**src/rtl/cpc_pkg.sv**
```systemverilog
/*
 * shared constants and control bundle for codec power and port clocks.
 * assumes one 50 mhz pclk; master clock is a level made by the host.
 */
package cpc_pkg;
    // control bits the host drives to the codec
    typedef struct packed {
        logic baseband_ref_hold;
        logic baseband_ref_buffer_enable;
        logic baseband_ref_standby;
        logic ref_output_disable;
        logic tx_dac_enable;
        logic rx_adc_enable;
        logic aux_adc_enable;
        logic ramp_dac_enable;
        logic gain_dac_enable;
        logic freq_dac_enable;
        logic freq_dac_low_power;
        logic voice_power_up;
        logic voice_port_disable;
        logic voice_clock_disable;
        logic output_amp_down;
        logic voice_ref_hold;
        logic voice_ref_buffer_enable;
        logic digital_audio_interface_mode;
    } cpc_ctrl_s;

    localparam int CTRL_W = 18;
    localparam int BB_DIV_W = 10;
    localparam int V_DIV_W = 5;
    localparam int V_CNT_W = 7;
    localparam logic [V_DIV_W-1:0] V_DIV_MAX_NORMAL = 5'h10;
    localparam logic [V_DIV_W-1:0] V_DIV_DAI = 5'h18;
    localparam logic [2:0] V_PER_MUL = 3'h5;
    localparam logic [2:0] V_HIGH_MUL = 3'h2;

    // host register map, byte addresses
    localparam logic [11:0] CTRL_OFS = 12'h000;
    localparam logic [11:0] DIV_OFS = 12'h004;
    localparam logic [11:0] CLK_OFS = 12'h008;
    localparam logic [11:0] STAT_OFS = 12'h00c;
    localparam int DIV_BB_LSB = 0;
    localparam int DIV_V_LSB = 16;
    localparam int CLK_MCLK_RUN = 0;
    localparam int CLK_AUX_RUN = 1;
    localparam logic [CTRL_W-1:0] CTRL_RST = 18'h00000;
    localparam logic [BB_DIV_W-1:0] BB_DIV_RST = 10'h000;
    localparam logic [V_DIV_W-1:0] V_DIV_RST = 5'h00;

    // timing
    localparam int PCLK_NS = 20;
    localparam int MCLK_STOP_NS = 200;
    localparam int MCLK_STOP_CYC = (MCLK_STOP_NS + PCLK_NS - 1) / PCLK_NS;
    localparam int PCLK_HZ = 50000000;
    localparam int AUX_MAX_HZ = 6500000;
    localparam int AUX_HALF_MIN = (PCLK_HZ + 2 * AUX_MAX_HZ - 1)
                                  / (2 * AUX_MAX_HZ);
    localparam int MCLK_HALF = 2;
    localparam int SETTLE_NS = 10000;
    localparam int SETTLE_CYC = (SETTLE_NS + PCLK_NS - 1) / PCLK_NS;
    localparam int WARM_NS = 1000;
    localparam int WARM_CYC = (WARM_NS + PCLK_NS - 1) / PCLK_NS;
endpackage : cpc_pkg

```
**src/rtl/cpc_link_if.sv**
```systemverilog
/*
 * link between the host processor end and the codec end.
 * assumes both ends share pclk.
 */
`timescale 1ns/1ps
interface cpc_link_if;
    logic master_clock;
    logic aux_port_clock;
    cpc_pkg::cpc_ctrl_s ctrl;
    logic [cpc_pkg::BB_DIV_W-1:0] baseband_clock_divisor;
    logic [cpc_pkg::V_DIV_W-1:0] voice_clock_divisor;
    logic baseband_port_clock;
    logic voice_port_clock;
    logic voice_data_out;
    logic voice_data_out_oe;

    modport device (
        input master_clock, aux_port_clock, ctrl,
        input baseband_clock_divisor, voice_clock_divisor,
        output baseband_port_clock, voice_port_clock,
        output voice_data_out, voice_data_out_oe
    );
    modport host (
        output master_clock, aux_port_clock, ctrl,
        output baseband_clock_divisor, voice_clock_divisor,
        input baseband_port_clock, voice_port_clock,
        input voice_data_out, voice_data_out_oe
    );
endinterface : cpc_link_if

```
**src/rtl/cpc_device.sv**
```systemverilog
/*
 * codec end: power state of references and converters, and the
 * baseband and voice port clock dividers run from the master clock.
 * assumes link inputs are synchronous to pclk and the master clock
 * level changes at most every other pclk cycle.
 */
// The address map and the APB interface to the registers were chosen for this implementation.
`timescale 1ns/1ps
module cpc_device #(
    parameter int STOP_CYC = cpc_pkg::MCLK_STOP_CYC
) (
    // clock and reset
    input wire logic pclk,
    input wire logic presetn,
    // link to host
    cpc_link_if.device link,
    // voice data to send
    input wire logic voice_tx_bit,
    // power state seen by the analog blocks, plus aux clock sample and divisor flag
    output logic mclk_running,
    output logic [5:0] converter_active,
    output logic bb_ref_on,
    output logic bb_ref_low_current,
    output logic bb_ref_out_on,
    output logic voice_codec_on,
    output logic voice_ref_on,
    output logic voice_ref_out_on,
    output logic voice_internal_clk_on,
    output logic voice_amp_on,
    output logic voice_port_active,
    output logic aux_port_clock_seen,
    output logic voice_divisor_bad
);
    localparam int SW = $clog2(STOP_CYC + 1);
    localparam logic [SW-1:0] STOP_LAST = SW'(STOP_CYC);

    cpc_pkg::cpc_ctrl_s c;
    logic mclk_prev;
    logic mclk_rise;
    logic [SW-1:0] idle_cnt;
    logic [5:0] en_vec;
    logic ref_full;
    logic ref_low;
    logic [cpc_pkg::BB_DIV_W-1:0] bb_div;
    logic [cpc_pkg::BB_DIV_W-1:0] bb_cnt;
    logic bb_clk;
    logic [cpc_pkg::V_DIV_W-1:0] v_div;
    logic [cpc_pkg::V_CNT_W-1:0] v_cnt;
    logic [cpc_pkg::V_CNT_W-1:0] v_per;
    logic [cpc_pkg::V_CNT_W-1:0] v_high;
    logic v_clk;
    logic v_stop;
    logic vdo;
    logic vdo_oe;

    assign c = link.ctrl;
    assign mclk_rise = link.master_clock & ~mclk_prev;
    // converter order: tx, rx, aux adc, ramp, gain, freq
    assign en_vec = {c.freq_dac_enable, c.gain_dac_enable,
                     c.ramp_dac_enable, c.aux_adc_enable,
                     c.rx_adc_enable, c.tx_dac_enable};
    // full reference for any converter but freq dac in standby
    assign ref_full = (|en_vec[4:0]) | c.baseband_ref_hold
                      | (c.freq_dac_enable & ~c.baseband_ref_standby);
    assign ref_low = c.freq_dac_enable & c.baseband_ref_standby
                     & ~ref_full;
    // period and high time in master periods, widened first
    assign v_per = cpc_pkg::V_CNT_W'(cpc_pkg::V_PER_MUL)
                   * (cpc_pkg::V_CNT_W'(v_div) + 7'h01);
    assign v_high = cpc_pkg::V_CNT_W'(cpc_pkg::V_HIGH_MUL)
                    * (cpc_pkg::V_CNT_W'(v_div) + 7'h01);
    assign v_stop = c.voice_clock_disable | ~c.voice_power_up;

    // master clock edge history
    always_ff @(posedge pclk or negedge presetn) begin
        if (!presetn) begin
            mclk_prev <= 1'b0;
        end else begin
            mclk_prev <= link.master_clock;
        end
    end

    // stop detector: no master edge for the window means stopped
    always_ff @(posedge pclk or negedge presetn) begin
        if (!presetn) begin
            idle_cnt <= STOP_LAST;
            mclk_running <= 1'b0;
        end else if (mclk_rise) begin
            idle_cnt <= '0;
            mclk_running <= 1'b1;
        end else if (idle_cnt != STOP_LAST) begin
            idle_cnt <= idle_cnt + 1'b1;
        end else begin
            mclk_running <= 1'b0;
        end
    end

    // converter power: each enable gates only its own converter
    generate
        for (genvar i = 0; i < 6; i++) begin : g_conv
            always_ff @(posedge pclk or negedge presetn) begin
                if (!presetn) begin
                    converter_active[i] <= 1'b0;
                end else begin
                    converter_active[i] <= en_vec[i]
                                           & mclk_running;
                end
            end
        end
    endgenerate

    // baseband reference and its output buffer, no voice terms
    always_ff @(posedge pclk or negedge presetn) begin
        if (!presetn) begin
            bb_ref_on <= 1'b0;
            bb_ref_low_current <= 1'b0;
            bb_ref_out_on <= 1'b0;
        end else begin
            bb_ref_on <= ref_full | ref_low;
            bb_ref_low_current <= ref_low;
            // tx dacs need the bias, so tx overrides the buffer bit unless ref_output_disable is set
            bb_ref_out_on <= ref_full
                & (c.baseband_ref_buffer_enable
                   | (c.tx_dac_enable & ~c.ref_output_disable));
        end
    end

    // voice section power, no baseband terms
    always_ff @(posedge pclk or negedge presetn) begin
        if (!presetn) begin
            voice_codec_on <= 1'b0;
            voice_ref_on <= 1'b0;
            voice_ref_out_on <= 1'b0;
            voice_internal_clk_on <= 1'b0;
            voice_amp_on <= 1'b0;
            voice_port_active <= 1'b0;
        end else begin
            voice_codec_on <= c.voice_power_up;
            voice_internal_clk_on <= c.voice_power_up;
            voice_ref_on <= c.voice_power_up | c.voice_ref_hold;
            voice_ref_out_on <= (c.voice_power_up | c.voice_ref_hold)
                                & c.voice_ref_buffer_enable;
            voice_amp_on <= c.voice_power_up
                            & ~c.output_amp_down;
            voice_port_active <= c.voice_power_up
                                 & ~c.voice_port_disable;
        end
    end

    // voice data pin released while the port is off
    always_ff @(posedge pclk or negedge presetn) begin
        if (!presetn) begin
            vdo <= 1'b0;
            vdo_oe <= 1'b0;
        end else begin
            vdo_oe <= c.voice_power_up & ~c.voice_port_disable;
            vdo <= voice_tx_bit;
        end
    end

    // aux port clock is only observed, never generated here
    always_ff @(posedge pclk or negedge presetn) begin
        if (!presetn) begin
            aux_port_clock_seen <= 1'b0;
        end else begin
            aux_port_clock_seen <= link.aux_port_clock;
        end
    end

    // baseband divider; a nonzero divisor only reloads at terminal count so a
    // change mid-period to a nonzero divisor cannot give a runt pulse
    always_ff @(posedge pclk or negedge presetn) begin
        if (!presetn) begin
            bb_div <= cpc_pkg::BB_DIV_RST;
            bb_cnt <= '0;
            bb_clk <= 1'b0;
        end else if (bb_div == '0) begin
            // zero passes the master clock through
            bb_clk <= link.master_clock;
            if (mclk_rise) begin
                bb_div <= link.baseband_clock_divisor;
                bb_cnt <= '0;
            end
        end else if (mclk_rise) begin
            // no edge, no count: a stopped master freezes the phase
            if (bb_cnt >= bb_div - 1'b1) begin
                bb_cnt <= '0;
                bb_clk <= ~bb_clk;
                bb_div <= link.baseband_clock_divisor;
            end else begin
                bb_cnt <= bb_cnt + 1'b1;
            end
        end
    end

    // voice divider: high for two fifths, low for three fifths
    always_ff @(posedge pclk or negedge presetn) begin
        if (!presetn) begin
            v_div <= cpc_pkg::V_DIV_RST;
            v_cnt <= '0;
            v_clk <= 1'b0;
        end else if (v_stop) begin
            v_cnt <= '0;
            v_clk <= 1'b0;
            v_div <= link.voice_clock_divisor;
        end else if (mclk_rise) begin
            if (v_cnt >= v_per - 1'b1) begin
                v_cnt <= '0;
                v_div <= link.voice_clock_divisor;
                v_clk <= 1'b1;
            end else begin
                v_cnt <= v_cnt + 1'b1;
                v_clk <= (v_cnt + 1'b1) < v_high;
            end
        end
    end

    // flags a divisor outside the range allowed for the mode
    always_ff @(posedge pclk or negedge presetn) begin
        if (!presetn) begin
            voice_divisor_bad <= 1'b0;
        end else if (c.digital_audio_interface_mode) begin
            voice_divisor_bad <= link.voice_clock_divisor
                                 != cpc_pkg::V_DIV_DAI;
        end else begin
            voice_divisor_bad <= link.voice_clock_divisor
                                 > cpc_pkg::V_DIV_MAX_NORMAL;
        end
    end

    // link outputs straight from flip-flops
    assign link.baseband_port_clock = bb_clk;
    assign link.voice_port_clock = v_clk;
    assign link.voice_data_out = vdo;
    assign link.voice_data_out_oe = vdo_oe;
endmodule : cpc_device

```
**src/flat_wrapper.sv**
```systemverilog
// flat-port wrapper written by rule: the top's interface ports become plain ports
module cpc_device_flat 
#(
    parameter int STOP_CYC = cpc_pkg::MCLK_STOP_CYC
)
  (pclk, presetn, voice_tx_bit, mclk_running, converter_active, bb_ref_on, bb_ref_low_current, bb_ref_out_on, voice_codec_on, voice_ref_on, voice_ref_out_on, voice_internal_clk_on, voice_amp_on, voice_port_active, aux_port_clock_seen, voice_divisor_bad, link_master_clock, link_aux_port_clock, link_ctrl, link_baseband_clock_divisor, link_voice_clock_divisor, link_baseband_port_clock, link_voice_port_clock, link_voice_data_out, link_voice_data_out_oe);
  cpc_link_if link_i ();
  input wire logic pclk;
  input wire logic presetn;
  input wire logic voice_tx_bit;
  output logic mclk_running;
  output logic [5:0] converter_active;
  output logic bb_ref_on;
  output logic bb_ref_low_current;
  output logic bb_ref_out_on;
  output logic voice_codec_on;
  output logic voice_ref_on;
  output logic voice_ref_out_on;
  output logic voice_internal_clk_on;
  output logic voice_amp_on;
  output logic voice_port_active;
  output logic aux_port_clock_seen;
  output logic voice_divisor_bad;
  input wire logic [$bits(link_i.master_clock)-1:0] link_master_clock;
  input wire logic [$bits(link_i.aux_port_clock)-1:0] link_aux_port_clock;
  input wire logic [$bits(link_i.ctrl)-1:0] link_ctrl;
  input wire logic [$bits(link_i.baseband_clock_divisor)-1:0] link_baseband_clock_divisor;
  input wire logic [$bits(link_i.voice_clock_divisor)-1:0] link_voice_clock_divisor;
  output wire logic [$bits(link_i.baseband_port_clock)-1:0] link_baseband_port_clock;
  output wire logic [$bits(link_i.voice_port_clock)-1:0] link_voice_port_clock;
  output wire logic [$bits(link_i.voice_data_out)-1:0] link_voice_data_out;
  output wire logic [$bits(link_i.voice_data_out_oe)-1:0] link_voice_data_out_oe;
  assign link_i.master_clock = link_master_clock;
  assign link_i.aux_port_clock = link_aux_port_clock;
  assign link_i.ctrl = link_ctrl;
  assign link_i.baseband_clock_divisor = link_baseband_clock_divisor;
  assign link_i.voice_clock_divisor = link_voice_clock_divisor;
  assign link_baseband_port_clock = link_i.baseband_port_clock;
  assign link_voice_port_clock = link_i.voice_port_clock;
  assign link_voice_data_out = link_i.voice_data_out;
  assign link_voice_data_out_oe = link_i.voice_data_out_oe;
  cpc_device #(.STOP_CYC(STOP_CYC)) u_core (.pclk(pclk), .presetn(presetn), .link(link_i), .voice_tx_bit(voice_tx_bit), .mclk_running(mclk_running), .converter_active(converter_active), .bb_ref_on(bb_ref_on), .bb_ref_low_current(bb_ref_low_current), .bb_ref_out_on(bb_ref_out_on), .voice_codec_on(voice_codec_on), .voice_ref_on(voice_ref_on), .voice_ref_out_on(voice_ref_out_on), .voice_internal_clk_on(voice_internal_clk_on), .voice_amp_on(voice_amp_on), .voice_port_active(voice_port_active), .aux_port_clock_seen(aux_port_clock_seen), .voice_divisor_bad(voice_divisor_bad));
endmodule
```
**config.mk**
```make
export PLATFORM = sky130hd
export DESIGN_NAME = cpc_device_flat
export DESIGN_NICKNAME = d
export VERILOG_FILES = /design/src/rtl/cpc_pkg.sv /design/src/rtl/cpc_link_if.sv /design/src/rtl/cpc_device.sv /design/src/flat_wrapper.sv
export SDC_FILE = /design/constraint.sdc
export NUM_CORES = 1
export LEC_CHECK = 0
export ABC_AREA = 1
export BUFFER_PORTS_ARGS = -buffer_cell sky130_fd_sc_hd__buf_2
export CORE_ASPECT_RATIO = 1.25
export CORE_MARGIN = 5
export CORE_UTILIZATION = 55
export DETAILED_ROUTE_END_ITERATION = 7
export GPL_TIMING_DRIVEN = 0
export MAX_ROUTING_LAYER = met4
export PLACE_DENSITY = 0.76
export SYNTH_ARGS = -nofsm -noshare
export SYNTH_HDL_FRONTEND = slang
export SYNTH_SLANG_ARGS = --single-unit
```
**constraint.sdc**
```tcl
create_clock -name pclk -period 8.89 [get_ports pclk]
set_clock_uncertainty 0.15 [all_clocks]
set_input_delay 0.4445 -clock pclk [delete_from_list [all_inputs] [get_ports pclk]]
set_output_delay 0.4445 -clock pclk [all_outputs]
set_load 0.01 [all_outputs]
```
# ---- After elaboration in Yosys (flattened, before gate mapping)
# Cells that the tools add are included.
dict set report totals {
  in_bits 38
  output_inout_bits 22
  word_cells 104
  reg_bits 57
}
dict set report classes {
  bitwise_logic 29
  multipliers 1
  n_addsub 6
  order_cmp 4
  n_eq_ne 3
  muxes 25
  n_reduce_logical 10
}
# cell n
set ops {}
lappend ops {{2-to-1 mux 10 bit} 8}
lappend ops {{2-to-1 mux 7 bit} 3}
lappend ops {{AND 1 bit} 15}
lappend ops {{2-to-1 mux 5 bit} 3}
lappend ops {{adder 10 x 1 -> 10 bit (second input constant)} 1}
lappend ops {{greater-or-equal comparator 10 bit} 1}
lappend ops {{zero test 10 bit} 1}
lappend ops {{nonzero test 2 bit} 5}
lappend ops {{subtractor 10 x 1 -> 10 bit (second input constant)} 1}
lappend ops {{2-to-1 mux 1 bit} 9}
lappend ops {{2-to-1 mux 4 bit} 2}
lappend ops {{NOT 1 bit} 8}
lappend ops {{adder 7 x 1 -> 7 bit (second input constant)} 1}
lappend ops {{greater-or-equal comparator 7 bit} 1}
lappend ops {{less-than comparator 7 bit} 1}
lappend ops {{multiplier 3 x 7 -> 7 bit (first input constant)} 1}
lappend ops {{subtractor 7 x 1 -> 7 bit (second input constant)} 1}
lappend ops {{adder 5 x 1 -> 6 bit (second input constant)} 1}
lappend ops {{OR 1 bit} 6}
lappend ops {{AND reduction 2 bit} 3}
lappend ops {{> comparator 5 bit (second input constant)} 1}
lappend ops {{inequality test 5 bit (second input constant)} 1}
lappend ops {{OR reduction 5 bit} 1}
lappend ops {{adder 4 x 1 -> 4 bit (second input constant)} 1}
lappend ops {{2 further kinds} 2}

# ---- Depth between registers and ports, before layout
dict set report logic_depth {
  ltp_word 7
  ltp_mapped 21
  ltp_nobuf 21
}

# ---- Worst setup path before layout
# Ideal clock, no wire load.
dict set report synth_path {
  path_type {flip-flop to flip-flop}
  from {register u_core.v_div[0] (netlist name)}
  to {register u_core.v_div[0] (netlist name)}
  period_less_slack_ps 3382
  n_path_buf 0
  path_slack_ps 5508
  t_arrival_ps 3114
  setup_time_ps 118
  required_time_ps 8622
  stages_incl_launch_ff 21
  path_cell_list {dfrtp_1 -> inv_1 -> ha_1 -> xnor2_1 -> xor2_1 -> ha_1 -> nand3_1 -> nand3b_1 -> nand2_1 -> nand2_1 -> a21o_1 -> nand3_1 -> nand2_1 -> ha_1 -> nand2_1 -> nor2_1 -> nand4_1 -> nand3_1 -> nand2_1 -> nand3_1 -> nand2_1}
}
dict set report synth_via {
  elab_chain_len 6
}
# item line
set synth_rtl {}
lappend synth_rtl {{start: declaration} cpc_device.sv:47} ;# logic [cpc_pkg::V_DIV_W-1:0] v_div;
lappend synth_rtl {{start signal: assignment} cpc_device.sv:199} ;# v_div <= cpc_pkg::V_DIV_RST;
lappend synth_rtl {{start signal: assignment} cpc_device.sv:205} ;# v_div <= link.voice_clock_divisor;
lappend synth_rtl {{start signal: assignment} cpc_device.sv:209} ;# v_div <= link.voice_clock_divisor;
lappend synth_rtl {{adder 5 x 1 -> 6 bit} cpc_device.sv:69} ;# * (cpc_pkg::V_CNT_W'(v_div) + 7'h01);
lappend synth_rtl {{multiplier 3 x 7 -> 7 bit} cpc_device.sv:69}
lappend synth_rtl {{subtractor 7 x 1 -> 7 bit} cpc_device.sv:207} ;# if (v_cnt >= v_per - 1'b1) begin
lappend synth_rtl {{greater-or-equal comparator 7 bit} cpc_device.sv:207}
lappend synth_rtl {{nonzero test 2 bit (no line)} --}
lappend synth_rtl {{AND reduction 2 bit (no line)} --}
# No other way between the ends.
# A chain may end at the register's enable or synchronous reset.

# ---- Worst setup path in the final report
dict set report layout_path {
  from {register u_core.v_div[0] (netlist name)}
  to {register u_core.v_div[4] (netlist name)}
}
# The elaborated chain is that of the path after synthesis.

==> metrics.yaml <==
worst_setup_path:
  critPathCaptureType: "flip-flop"
  worst-setup-path-type: "flip-flop to flip-flop"
  worst_setup_path_start_kind: "flip-flop"
  cpMostUsedCell: "nand2_1"
  regToRegSetupSlack_ns: 4.86
  critical_path.top_delay_family: "simple AND/OR/NAND/NOR gates"
  cpPeakStageDelay_ns: 0.55
  crit_slowest_cell: "dfrtp_1"
  cp.arrival_ns: 4.18
  cp_max_fo: 9
  crit_chain: "inv_1 > ha_1 > xnor2_1 > xor2_1 > ha_1 > nand3_1 > nand3b_1 > nand2_1 > nand2_1 > a21o_1 > nand3_1 > nand2_1 > ha_1 > nand2_1 > nor2_1 > nor3_2 > nand3_1 > nand2_1 > nand3_1 > nand2_1"
  critPathRequiredTime_ns: 9.04
  critPathBufInv: 1
final_layout:
  layout-drive-gt1-share_pct: 20.66
  area_growth_pct: 16.86
  insertedDiodeCount: 0
  final_nets: 584
  fillers: 575
  final_common_cell: "nand2_1"
  mostFrequentLayoutCells: "107 x nand2_1, 59 x buf_2, 55 x dfrtp_1, 53 x inv_1, 42 x nand3_1"
  postLayoutCoreUtil_pct: 65.55
power_and_ir_drop:
  p_switching_w: 0.0004461
  power_frac_seq_pct: 33.0
  combPwrFrac_pct: 43.1
  peakVddDrop_uv: 178.4
  p_int_w: 0.0006441
  cellLeakagePower_nw: 2.311
  p_sw_share_pct: 40.92
  pwr-share-clk_pct: 23.9
  powerDensity_nw_per_um2: 256.6
sta:
  max_freq_mhz: 248.1
  fin_crit_ns: 4.031
  fin_crit_sh_pct: 45.35
  drv_slew: 0
  whs_ns: -0.008338
  rsz0062_at_grt: "false"
  tightest_slew_ns: 0.6932
  finalHoldViolCount: 8
  setup-tns-final_ns: 0
  setup_viol: 0
  relSlewSlack_pct: 53.79
logic_synthesis:
  synth-edff-count: 0
  syn_avg_cell_area_sq_um: 8.282
  async_flop_share_pct: 100.0
  syn_area_sq_um: 3636
  syn_nets: 515
  synth-seq-cells: 57
  ys_types: 36
  ys_seq_area_share_pct: 39.30
  syn_inst: 439
  synth_flop_cell: "dfrtp_1"
  yosysWarnings: 0
global_route:
  grt_max_degree: 58
  first_global_vias: 3105
  antenna_found_initial: 0
  grt_overflow: 0
  grt_pass1_wl_microns: 13080
  gr-usage-all-layers_pct: 20.96
flow_run:
  cap_violations: 0
route:
  drt-initial-drc-count: 83
  vias: 3031
  drt_first_pass_iters: 5
  wire_per_inst_microns: 12.65
  routed_wl_microns: 7592
  remaining_drc_errors: 0
  viasPerCell: 5.052
  antenna_left: 0
floorplan:
  initial_core_util_pct: 56.09
  chipWidth_microns: 82.73
  rows: 33
  die_area_sq_um: 8347
  coreArea_sq_um: 6482
  fp.dieH_microns: 100.9
  ios: 60
clock_network:
  clk_latency_ns: 0.35
  hold_buffers: 0
  numCtsBuffers: 9
  clkSinkCount: 57
  ctsResizeCount: 0
  root_buffer: "clkbuf_8"
  cts_tree: "done"
  htreeDepth: 3
  ctsLongestPathBuffers: 2
  path_clk_slew_ns: 0.08
  postCtsSetupBuffers: 0
run_status:
  status: "complete, but fails checks"
  violations: "hold timing"
hold_path:
  min_path_type: "input port to asynchronous set/reset pin"
placement:
  dp_hpwl_microns: 5887
  port_buffers: 58
  gp_congestion: 0.8347
-- flip-flops by register name (all words and copies together) (netlist names), 4 cells and up --
signal / count
u_core.idle_cnt: 4
u_core.converter_active: 6
u_core.v_cnt: 7
u_core.v_div: 5
u_core.bb_cnt: 10
u_core.bb_div: 10
-- power groups by stage --
stage	Clock, W	Combinational [W]	Sequential (W)
2_1_floorplan	0	0.000360	0.000361
3_3_place_gp	0	0.000452	0.000363
3_5_place_dp	0	0.000470	0.000364
4_1_cts	0.000264	0.000477	0.000360
5_1_grt	0.000276	0.000547	0.000368
6_report	0.000260	0.000470	0.000360
-- synth_stat cells (2+ instances only) --
master | instances | area, sq um
nand3_1 | 42 | 210.2
xnor2_1 | 8 | 70.07
nor3_1 | 2 | 10.01
o21ai_0 | 9 | 45.04
o21ai_1 | 5 | 25.02
or2_2 | 2 | 12.51
o21a_1 | 2 | 15.01
buf_6 | 2 | 22.52
buf_4 | 2 | 15.01
ha_1 | 37 | 462.9
nor2_1 | 28 | 105.1
nor3_2 | 2 | 20.02
dfstp_2 | 2 | 52.55
xor2_1 | 21 | 183.9
nor2_4 | 4 | 45.04
nand2_2 | 4 | 25.02
buf_2 | 2 | 10.01
inv_1 | 53 | 198.9
a21oi_1 | 16 | 80.08
dfrtp_1 | 55 | 1376
inv_2 | 7 | 26.28
nand4_1 | 9 | 56.30
nand3b_1 | 6 | 45.04
nand2_1 | 107 | 401.6
-- routing by layer --
layer,share of wire [%],up-vias,GRT usage [%]
met5,0,-,-
met4,2.7,0,10.82
met3,2.0,14,3.309
met2,56,33,38.02
met1,40,1423,21.06
li1,-,1561,-
-- kinds of logic (layout without fill, tap and decap cells) --
group / Yosys count / in the layout / share of synthesized area (%)
adder cells (fa/ha/maj): 38 / 38 / 13.28
AND/OR/NAND/NOR: 212 / 212 / 27.43
AO/OA/AOI/OAI: 36 / 36 / 5.403
buffers and inverters: 67 / 141 / 7.605
flip-flops: 57 / 57 / 39.30
XOR/XNOR: 29 / 29 / 6.986
-- worst paths after layout --
check | from | end | depth (start not counted)
max | u_core.v_div[0] | u_core.v_div[4] | 20
min | presetn | u_core.bb_ref_out_on | 1
max reg2reg | u_core.v_div[0] | u_core.v_div[4] | 20
min reg2reg | u_core.bb_div[1] | u_core.bb_div[1] | 2
max in group asynchronous | presetn | u_core.v_cnt[5] | 1
min in group pclk | link_aux_port_clock | u_core.aux_port_clock_seen | 1
-- through the flow --
stage / area [sq um] / setup WS (ns) / total power, W / hold slack (ns) / cells
CTS: 4247 / 4.836 / 0.001100 / 0.03470 / 600
global placement: 4035 / 5.038 / 0.0008142 / 0.3039 / 584
floorplan: 3636 / 5.508 / 0.0007210 / -0.001091 / 439
finish: 4249 / 4.859 / 0.001090 / -0.008338 / 600
global route: 4249 / 4.436 / 0.001192 / 0.03343 / 600
detailed placement: 4035 / 4.901 / 0.0008336 / 0.3081 / 584
-- final cells by class --
class                   instances  area, sq um  area share, %
repair buffers                 58        292.8          6.890
clock inverters                 6        73.82          1.737
well taps                      87        108.9          2.562
clock buffers                  10        137.6          3.239
multi-input cells             315         1931          45.44
inverters                      60        225.2          5.300
plain buffers                   7        51.30          1.207
flip-flops and latches         57         1429          33.63
Note: power is estimated with default switching activity, not from simulation.
